**config.mk**
```make
export PLATFORM = sky130hd
export DESIGN_NAME = rtsc_reference_control
export DESIGN_NICKNAME = d
export VERILOG_FILES = /design/src/rtsc_pkg.sv /design/src/rtsc_reference_control.sv /design/src/rtsc_settle_timer.sv
export VERILOG_INCLUDE_DIRS = /design/src
export SDC_FILE = /design/constraint.sdc
export NUM_CORES = 1
export LEC_CHECK = 0
export BUFFER_PORTS_ARGS = -buffer_cell sky130_fd_sc_hd__buf_4
export CAP_MARGIN = 15
export CORE_UTILIZATION = 40
export CTS_CLUSTER_DIAMETER = 50
export DETAILED_ROUTE_END_ITERATION = 12
export GPL_ROUTABILITY_DRIVEN = 0
export PLACE_DENSITY = 0.64
export REMOVE_ABC_BUFFERS = 1
export SLEW_MARGIN = 20
export SYNTH_ARGS = -nofsm -noshare
export SYNTH_HDL_FRONTEND = slang
export SYNTH_SLANG_ARGS = --single-unit
```
**constraint.sdc**
```tcl
create_clock -name core_clk -period 2.2 [get_ports core_clk]
set_input_delay 0.11 -clock core_clk [delete_from_list [all_inputs] [get_ports core_clk]]
set_output_delay 0.11 -clock core_clk [all_outputs]
set_load 0.02 [all_outputs]
```
**src/rtsc_defs.svh**
```systemverilog
`ifndef RTSC_DEFS_SVH
`define RTSC_DEFS_SVH

// register indices (index, byte address is four times this)
`define RTSC_IDX_CONTROL      4'h0
`define RTSC_IDX_IRQ_STATUS   4'h1
`define RTSC_IDX_IRQ_MASK     4'h2
`define RTSC_IDX_SETTLE_STAT  4'h3

// control register bit positions
`define RTSC_BIT_REF_EN       7
`define RTSC_BIT_READY        6
`define RTSC_BIT_TEMP_EN      5
`define RTSC_BIT_TEMP_RANGE   4
`define RTSC_BIT_CMP_GAIN_HI  3
`define RTSC_BIT_CMP_GAIN_LO  2
`define RTSC_BIT_ADC_GAIN_HI  1
`define RTSC_BIT_ADC_GAIN_LO  0

// interrupt status / mask bit positions
`define RTSC_IRQ_REF_READY    0
`define RTSC_IRQ_ADC_READY    1
`define RTSC_IRQ_CMP_READY    2
`define RTSC_IRQ_REF_LOST     3

// reset values
`define RTSC_RST_CONTROL      8'h00
`define RTSC_RST_IRQ          4'h0

// timing
`define RTSC_CLK_MHZ          10
`define RTSC_BUF_SETTLE_US    30
`define RTSC_TEMP_ACQ_US      200
`define RTSC_REF_SETTLE_US    25
`define RTSC_BUF_SETTLE_CYC   (`RTSC_BUF_SETTLE_US * `RTSC_CLK_MHZ)
`define RTSC_REF_SETTLE_CYC   (`RTSC_REF_SETTLE_US * `RTSC_CLK_MHZ)

`endif

```
**src/rtsc_pkg.sv**
```systemverilog
package rtsc_pkg;

  // gain code of one reference buffer
  typedef enum logic [1:0] {
    RTSC_GAIN_OFF = 2'h0,
    RTSC_GAIN_X1  = 2'h1,
    RTSC_GAIN_X2  = 2'h2,
    RTSC_GAIN_X4  = 2'h3
  } rtsc_gain_t;

  // writable control fields
  typedef struct packed {
    logic       refEnable;
    logic       tempSenseEnable;
    logic       tempRangeSelect;
    rtsc_gain_t comparatorBufferGain;
    rtsc_gain_t converterBufferGain;
  } rtsc_ctrl_t;

  // analog enables towards the reference macro
  typedef struct packed {
    logic       refPowerOn;
    logic       tempPowerOn;
    logic       tempHighRange;
    logic       cmpBufOn;
    logic [1:0] cmpGainSel;
    logic       adcBufOn;
    logic [1:0] adcGainSel;
  } rtsc_analog_t;

  typedef enum {
    RTSC_REF_OFF,
    RTSC_REF_SETTLING,
    RTSC_REF_READY
  } rtsc_ref_state_t;

endpackage

```
**src/rtsc_reference_control.sv**
```systemverilog
// Strobed register access and the address map were left to the implementer.
`timescale 1ns/1ns
`include "rtsc_defs.svh"

// Operation
// - control bit 7 is read/write reference enable; 1 powers the reference
// - bit 6 is read-only ready flag; 0 while settling or switched off
// - on high-voltage variants the ready flag always reads 1
// - bit 5 enables the temperature indicator; cleared means no current
// - bit 4 picks temperature range: 1 four drops, 0 two drops
// - bits 3:2 set comparator/DAC buffer: off, 1x, 2x, 4x
// - bits 1:0 set converter buffer with the same coding
// - ready flag rises by itself once reference circuits have settled
// - the two gain fields drive two independent buffers
module rtsc_reference_control
  import rtsc_pkg::*;
#(
  parameter bit HIGH_VOLTAGE_VARIANT = 1'b0
) (
  input  wire logic         core_clk,
  input  wire logic         rst_n,
  input  wire logic         clkEn,
  input  wire logic [3:0]   regAddr,
  input  wire logic [7:0]   regWrData,
  input  wire logic         regWrite,
  input  wire logic         regRead,
  output logic      [7:0]   regRdData,
  output rtsc_analog_t      analogCtrl,
  output logic              adcBufReady,
  output logic              cmpBufReady,
  output logic              irq
);

  typedef struct packed {
    rtsc_ctrl_t      ctrl;
    rtsc_ref_state_t refState;
    logic [15:0]     refCount;
    logic [3:0]      irqStatus;
    logic [3:0]      irqMask;
    logic            adcDonePrev;
    logic            cmpDonePrev;
    logic [7:0]      rdData;
    rtsc_analog_t    analog;
    logic            adcReady;
    logic            cmpReady;
    logic            irq;
  } rtsc_state_t;

  rtsc_state_t state;
  rtsc_state_t next_state;
  logic        adcDone;
  logic        cmpDone;
  logic        readyFlag;
  logic        adcRestart;
  logic        cmpRestart;
  logic        ctrlWrite;

  // decode the readable view of the control register
  function automatic logic [7:0] ctrl_word(input rtsc_ctrl_t c, input logic rdy);
    ctrl_word = {c.refEnable, rdy, c.tempSenseEnable, c.tempRangeSelect,
                 c.comparatorBufferGain, c.converterBufferGain};
  endfunction

  // ready flag, forced high on variants without a settling reference
  assign readyFlag = HIGH_VOLTAGE_VARIANT ? 1'b1 : (state.refState == RTSC_REF_READY);
  assign ctrlWrite = regWrite && (regAddr == `RTSC_IDX_CONTROL);

  // a gain change restarts that buffer's settle wait
  assign adcRestart = ctrlWrite && (regWrData[1:0] != state.ctrl.converterBufferGain);
  assign cmpRestart = ctrlWrite && (regWrData[3:2] != state.ctrl.comparatorBufferGain);

  // buffer settling timers, one per independent buffer
  rtsc_settle_timer #(
    .CYCLES (`RTSC_BUF_SETTLE_CYC)
  ) uAdcTimer (
    .core_clk (core_clk),
    .rst_n    (rst_n),
    .clkEn    (clkEn),
    .restart  (adcRestart),
    .enable   (state.analog.adcBufOn && readyFlag),
    .done     (adcDone)
  );

  rtsc_settle_timer #(
    .CYCLES (`RTSC_BUF_SETTLE_CYC)
  ) uCmpTimer (
    .core_clk (core_clk),
    .rst_n    (rst_n),
    .clkEn    (clkEn),
    .restart  (cmpRestart),
    .enable   (state.analog.cmpBufOn && readyFlag),
    .done     (cmpDone)
  );

  // next state: register writes, reference settling, events, read data
  always_comb begin
    logic [3:0] events;
    events     = 4'h0;
    next_state = state;

    // register writes; the ready bit position is never stored
    if (regWrite) begin
      if (regAddr == `RTSC_IDX_CONTROL) begin
        next_state.ctrl.refEnable            = regWrData[`RTSC_BIT_REF_EN];
        next_state.ctrl.tempSenseEnable      = regWrData[`RTSC_BIT_TEMP_EN];
        next_state.ctrl.tempRangeSelect      = regWrData[`RTSC_BIT_TEMP_RANGE];
        next_state.ctrl.comparatorBufferGain =
          rtsc_gain_t'(regWrData[`RTSC_BIT_CMP_GAIN_HI:`RTSC_BIT_CMP_GAIN_LO]);
        next_state.ctrl.converterBufferGain  =
          rtsc_gain_t'(regWrData[`RTSC_BIT_ADC_GAIN_HI:`RTSC_BIT_ADC_GAIN_LO]);
      end else if (regAddr == `RTSC_IDX_IRQ_MASK) begin
        next_state.irqMask = regWrData[3:0];
      end
    end

    // reference settling sequence
    case (state.refState)
      RTSC_REF_OFF: begin
        next_state.refCount = 16'h0000;
        if (state.ctrl.refEnable) begin
          next_state.refState = RTSC_REF_SETTLING;
        end
      end
      RTSC_REF_SETTLING: begin
        if (!state.ctrl.refEnable) begin
          next_state.refState = RTSC_REF_OFF;
        end else if (state.refCount == 16'(`RTSC_REF_SETTLE_CYC - 1)) begin
          next_state.refState = RTSC_REF_READY;
          events[`RTSC_IRQ_REF_READY] = 1'b1;
        end else begin
          next_state.refCount = state.refCount + 16'h0001;
        end
      end
      RTSC_REF_READY: begin
        if (!state.ctrl.refEnable) begin
          next_state.refState = RTSC_REF_OFF;
          events[`RTSC_IRQ_REF_LOST] = 1'b1;
        end
      end
      default: begin
        next_state.refState = RTSC_REF_OFF;
      end
    endcase

    // buffer settle completion events
    next_state.adcDonePrev = adcDone;
    next_state.cmpDonePrev = cmpDone;
    events[`RTSC_IRQ_ADC_READY] = adcDone && !state.adcDonePrev;
    events[`RTSC_IRQ_CMP_READY] = cmpDone && !state.cmpDonePrev;

    // sticky status: write one to clear, a new event wins over the clear
    if (regWrite && (regAddr == `RTSC_IDX_IRQ_STATUS)) begin
      next_state.irqStatus = state.irqStatus & ~regWrData[3:0];
    end
    next_state.irqStatus = next_state.irqStatus | events;

    // read data, valid the cycle after the strobe only
    next_state.rdData = 8'h00;
    if (regRead) begin
      if (regAddr == `RTSC_IDX_CONTROL) begin
        next_state.rdData = ctrl_word(state.ctrl, readyFlag);
      end else if (regAddr == `RTSC_IDX_IRQ_STATUS) begin
        next_state.rdData = {4'h0, state.irqStatus};
      end else if (regAddr == `RTSC_IDX_IRQ_MASK) begin
        next_state.rdData = {4'h0, state.irqMask};
      end else if (regAddr == `RTSC_IDX_SETTLE_STAT) begin
        next_state.rdData = {5'h00, cmpDone, adcDone, readyFlag};
      end else begin
        next_state.rdData = 8'h00;
      end
    end

    // registered analog controls from the stored fields
    next_state.analog.refPowerOn    = next_state.ctrl.refEnable;
    next_state.analog.tempPowerOn   = next_state.ctrl.tempSenseEnable;
    next_state.analog.tempHighRange = next_state.ctrl.tempRangeSelect;
    next_state.analog.cmpBufOn      = next_state.ctrl.comparatorBufferGain != RTSC_GAIN_OFF;
    next_state.analog.cmpGainSel    = next_state.ctrl.comparatorBufferGain;
    next_state.analog.adcBufOn      = next_state.ctrl.converterBufferGain != RTSC_GAIN_OFF;
    next_state.analog.adcGainSel    = next_state.ctrl.converterBufferGain;

    next_state.adcReady = adcDone;
    next_state.cmpReady = cmpDone;
    next_state.irq      = |(next_state.irqStatus & next_state.irqMask);
  end

  // single state register, frozen while the clock enable is low
  always_ff @(posedge core_clk or negedge rst_n) begin
    if (!rst_n) begin
      state <= '0;
    end else if (clkEn) begin
      state <= next_state;
    end
  end

  assign regRdData   = state.rdData;
  assign analogCtrl  = state.analog;
  assign adcBufReady = state.adcReady;
  assign cmpBufReady = state.cmpReady;
  assign irq         = state.irq;

endmodule

```
**src/rtsc_settle_timer.sv**
```systemverilog
`timescale 1ns/1ns
`include "rtsc_defs.svh"

// counts a settling interval after its enable rises; done stays high while enabled until a restart
module rtsc_settle_timer
  import rtsc_pkg::*;
#(
  parameter int CYCLES = 300
) (
  input  wire logic core_clk,
  input  wire logic rst_n,
  input  wire logic clkEn,
  input  wire logic restart,
  input  wire logic enable,
  output logic      done
);

  typedef struct packed {
    logic [15:0] count;
    logic        done;
  } rtsc_timer_st_t;

  rtsc_timer_st_t state;
  rtsc_timer_st_t next_state;

  // restart or disable drops done; a full count raises it
  always_comb begin
    next_state = state;
    if (!enable || restart) begin
      next_state.count = 16'h0000;
      next_state.done  = 1'b0;
    end else if (!state.done) begin
      if (state.count == 16'(CYCLES - 1)) begin
        next_state.done = 1'b1;
      end else begin
        next_state.count = state.count + 16'h0001;
      end
    end
  end

  always_ff @(posedge core_clk or negedge rst_n) begin
    if (!rst_n) begin
      state <= '0;
    end else if (clkEn) begin
      state <= next_state;
    end
  end

  assign done = state.done;

endmodule

```
# Word-level counts from Yosys, hierarchy flattened
# Cells that the tools add are included.
[op_classes] n_addsub=3 multipliers=0 div=0 n_lt_le_gt_ge=0 eq_ne=20 shift=0 mux=32 bitwise_logic=4 n_reduce_logical=25
[ops] op="2-to-1 mux 32 bit" n=4
[ops] op="one-hot mux 32 bit (3 select lines)" n=1
[ops] op="2-to-1 mux 17 bit" n=4
[ops] op="2-to-1 mux 16 bit" n=4
[ops] op="adder 16 x 1 -> 16 bit, second input constant" n=3
[ops] op="equality test 16 x 9 -> 1 bit, second input constant" n=2
[ops] op="equality test 32 x 1 -> 1 bit, second input constant" n=1
[ops] op="equality test 32 x 2 -> 1 bit, second input constant" n=1
[ops] op="equality test 32 x 3 -> 1 bit, second input constant" n=1
[ops] op="logical NOT 32 bit" n=1
[ops] op="one-hot mux 16 bit (2 select lines)" n=1
[ops] op="2-to-1 mux 4 bit" n=6
[ops] op="equality test 16 x 8 -> 1 bit, second input constant" n=1
[ops] op="2-to-1 mux 8 bit" n=2
[ops] op="2-to-1 mux 7 bit" n=2
[ops] op="!= test 2 bit, second input constant" n=6
[ops] op="AND reduction 3 bit" n=3
[ops] op="AND 4 bit" n=2
[ops] op="equality test 4 x 2 -> 1 bit, second input constant" n=2
[ops] op="logical AND 1 bit" n=8
[ops] op="AND reduction 4 bit" n=2
[ops] op="2-to-1 mux 1 bit" n=7
[ops] op="nonzero test 2 bit" n=3
[ops] op="equality test 4 x 1 -> 1 bit, second input constant" n=1
[ops] op="10 further kinds" n=16
[totals] register_bits=110 latch_bits=0 ram_bits=0 rom_bits=0 elab_cells=103 mem_count=0

# Longest topological paths before layout
[logic_depth] word_depth=7 depth_mapped=7 depth_no_buf=7

# By module
# A second synthesis with hierarchy kept.
[unflattened] cells_unflattened=458 hier_area_um2=4486.8
[modules_own_cells] module="rtsc_reference_control" instances=1 cells_each=252 area_per_inst_um2=2489.9 seq_area_each_um2=1151.1
[modules_own_cells] module="rtsc_settle_timer" instances=2 cells_each=103 area_per_inst_um2=998.5 seq_area_each_um2=425.4

# Worst setup path after synthesis
# No wires, ideal clock.
[synth_path] path_kind="reg2reg" start="register state[47] (netlist name)" end="register state[45] (netlist name)" setup_time_ps=77 t_arrival_ps=1964 required_ps=2123 slack_ps=158 path_stages_with_launch=7 synth_period_minus_slack_ps=2042 cell_sequence="dfrtp_1 > nand2b_1 > or2_1 > buf_6 > or4_4 > or3_1 > a21oi_1"
[synth_between] elab_chain_len=3 elab_cells_between_ends=7 classes_between="eq/ne (3); mux (1); reduce/logical (3)"
[synth_lines] element="start, declared" line_no="rtsc_reference_control.sv:49" text="rtsc_state_t state;"
[synth_lines] element="start signal, assigned" line_no="rtsc_reference_control.sv:192" text="state <= next_state;"
[synth_lines] element="equality test 32 x 1 -> 1 bit or logical NOT 32 bit (tied branches)" line_no="rtsc_reference_control.sv:117" text="case (state.refState)"
[synth_lines] element="!= test 2 bit (no source line) or nonzero test 2 bit (tied branches)"
[synth_lines] element="AND reduction 4 bit (no source line)"
# Several ways; a longest one is shown, not always the timed one.
# A chain may end at the register's enable or synchronous reset.

# Worst setup path after layout
[layout_path] start="register uCmpTimer.state[1] (netlist name)" end="register uCmpTimer.state[5] (netlist name)"
[layout_between] elab_chain_len=4 elab_cells_between_ends=7 classes_between="add/sub (1); eq/ne (2); mux (3); reduce/logical (1)"
[layout_lines] element="start, declared" line_no="rtsc_settle_timer.sv:23" text="rtsc_timer_st_t state;"
[layout_lines] element="start signal, assigned" line_no="rtsc_settle_timer.sv:45" text="state <= next_state;"
[layout_lines] element="adder 16 x 1 -> 16 bit" line_no="rtsc_settle_timer.sv:36" text="next_state.count = state.count + 16'h0001;"
[layout_lines] element="2-to-1 mux 16 bit" line_no="rtsc_settle_timer.sv:33" text="if (state.count == 16'(CYCLES - 1)) begin"
[layout_lines] element="2-to-1 mux 17 bit" line_no="rtsc_settle_timer.sv:32" text="end else if (!state.done) begin"
[layout_lines] element="2-to-1 mux 17 bit" line_no="rtsc_settle_timer.sv:29" text="if (!enable || restart) begin"
# Several ways; a longest one is shown, not always the timed one. The select of a mux whose other input is x is not followed.

==> qor.yml <==
logic_synthesis:
  synth_cell_types: 60
  synth.avg_cell_area_um2: 9.517
  yosys_warnings: 0
  synth_edf_count: 0
  syn-cell-area_um2: 4425
  synth-main-ff-cell: "dfrtp_1"
  async_reset_ff_frac: 1.000
  syn-instance-count: 465
  ys_seq_area_frac: 0.4524
  yosys_register_bits: 80
cts:
  cts_sinks: 80
  htreeDepth: 3
  cts-root-buf: "clkbuf_8"
  cts_inserted_buffers: 9
  cts_tree: "done"
  ctsLongestPathBuffers: 2
  clk_latency_ns: 0.35
  post_cts_buffers: 0
  clkTransAtPathRegs_ns: 0.08
route:
  via_count: 3607
  route.detailed.drc: 0
  drt_pre_antenna_iters: 4
  detail-route-antenna-nets: 0
  drtIter0Drc: 180
  viasPerCell: 5.575
  wl_per_cell_um: 15.93
  wl_um: 10310
floorplanning:
  die_w_um: 107.2
  die-height_um: 107.2
  dieArea_um2: 11490
  io_pins: 37
  initial_core_util: 0.4100
  fp.coreArea_um2: 10790
  row_count: 38
worst_setup_path:
  startpoint_type: "flop"
  crit_buf_inv: 0
  critical-path-top-delay-family: "simple AND/OR/NAND/NOR gates"
  critPathMaxFanout: 5
  cp.arrival_ns: 2.31
  required_ns: 2.46
  critPathKind: "reg2reg"
  slowest_delay_ns: 0.53
  cp_slowest_cell: "or4b_1"
  crit_path_end_kind: "flop"
  crit_chain: "ha_1 > and4_1 > nand4_1 > or4b_1 > or3_1 > o21ai_0"
power:
  p_leak_nw: 2.142
  p_per_area_nw_per_um2: 643.3
  vdd_drop_max_mv: 0.3636
worst_hold_path:
  hold_class: "in2reg"
global_routing:
  grt_overflow: 0
  antenna_found_initial: 0
  grt_util_all_layers: 0.1952
  grt_pass1_wl_um: 17600
  grt_start_max_net_pins: 43
  grt_pass1_vias: 3572
cells_and_area:
  nets: 525
  syn_to_final_growth_pct: 14.39
  num_antenna_cells: 0
  final_util: 0.4690
  drive_gt1_frac: 0.1933
  fin_area_um2: 5062
place:
  hpwl_um: 7418
  dpl_cell_area_um2: 4838
  pre_cts_ws_ns: 0.06158
  port_buffers: 35
timing:
  final-hold-violation-count: 0
  post-route-min-period_ns: 2.051
  finalSetupTns_ns: 0
  slew_viol_final: 0
  timing.fmax_mhz: 487.6
  grt_setup_unrepaired: "false"
  layout_setup_ws_ns: 0.1492
  finalCritPeriodShare: 0.9322
  final-setup-viol-count: 0
  slew_headroom: 0.5426
  tightestPinTransition_ns: 0.6848
  fin_skew_ns: 0.01080
flow_run:
  cap_violations: 0
run_status:
  status: "finished, final reports clean"
## repair_timing
action                                  4_1_cts  5_1_grt
endpoints found under the setup margin        0        7
hold endpoints to repair                     41        0
hold buffers                                  4        0
resized for setup                             0        1
## per-stage QoR
stage | hold slack [ns] | cells | power [W]
floorplan | -0.1856 | 433 | 0.001979
detailed placement | 0.1267 | 629 | 0.002258
global route | 0.06435 | 647 | 0.003430
finish | 0.07073 | 647 | 0.003257
global placement | 0.1242 | 629 | 0.002244
CTS | 0.06250 | 647 | 0.003298
## logic make-up after synthesis
logic type	synth area share
fa+ha+maj	0.01131
mux	0.05202
flops	0.4524
xor+xnor	0.04354
compound gates	0.1572
simple gates	0.2293
buf+inv	0.05428
## registers in the layout (all words and copies together), names as in the netlist, 8 cells and up
name,flops
regRdData,8
analogCtrl,9
uCmpTimer.state,16
uAdcTimer.state,16
state,26
## final timing paths
| check | cells past startpoint | to | startpoint | slack, ns |
|---|---|---|---|---|
| max in group asynchronous | 3 | state[40] | rst_n | 1.31 |
| max reg2reg | 6 | uCmpTimer.state[5] | uCmpTimer.state[1] | 0.15 |
| min in group asynchronous | 2 | uCmpTimer.state[16] | rst_n | 0.29 |
| min reg2reg | 1 | regRdData[6] | regRdData[6] | 0.50 |
| max | 6 | uCmpTimer.state[5] | uCmpTimer.state[1] | 0.15 |
| min | 2 | state[24] | regWrData[2] | 0.07 |
## final cells by class
class,instances,area (um2)
timing repair buffer,60,473.0
clock buffer,10,127.6
clock inverter,4,47.55
sequential,80,2002
inverter,12,45.04
tap,140,175.2
multi-input combinational,341,2192
fill,1023,5731
## cells in the mapped netlist, drive strengths merged, types with 5 or more instances
| master | instances | share of area |
|---|---|---|
| a21oi | 14 | 0.016 |
| a22o | 9 | 0.018 |
| and3 | 6 | 0.0085 |
| buf | 21 | 0.035 |
| clkbuf | 11 | 0.0093 |
| dfrtp | 80 | 0.45 |
| inv | 11 | 0.0093 |
| mux2 | 16 | 0.041 |
| mux2i | 5 | 0.011 |
| nand2 | 43 | 0.036 |
| nand3 | 19 | 0.021 |
| nand4 | 17 | 0.024 |
| nor2 | 31 | 0.026 |
| nor2b | 5 | 0.0071 |
| nor3 | 22 | 0.026 |
| nor4 | 10 | 0.014 |
| nor4b | 6 | 0.013 |
| o21ai | 45 | 0.051 |
| or3 | 7 | 0.0099 |
| xnor2 | 10 | 0.020 |
| xor2 | 12 | 0.024 |
## metal layers
metal,GRT usage,vias up,share of wire
met5,0,-,0
met2,0.3184,70,0.47
met3,0.03100,9,0.041
li1,-,1779,-
met4,0.07143,0,0.012
met1,0.2616,1749,0.47
## placed cells by master, fill, tap and decap left out, types with 3 or more instances in the layout
master	count
nand3_1	19
a32oi_1	3
nor4_1	10
xnor2_1	10
and4_1	3
ha_1	4
nor2b_1	5
o2111ai_1	4
o2bb2ai_1	4
nand4_1	17
nor4b_1	5
nor3_1	21
dlygate4sd3_1	4
xor2_1	12
or3_1	7
a21oi_1	14
inv_1	11
dfrtp_1	80
clkbuf_8	9
nand2_1	43
o21ai_0	44
mux2_2	16
and3_1	6
a21o_1	3
or2_2	3
nor2_1	31
buf_4	55
a22o_1	9
mux2i_1	5
nand2b_1	4
## report_power, final
group	internal [W]	switching (W)	total, W
Combinational	0.000254	0.000307	0.000561
Sequential	0.00157	0.0000993	0.00167
Clock	0.000509	0.000521	0.00103
No activity file was read; power rests on OpenSTA's default activity.
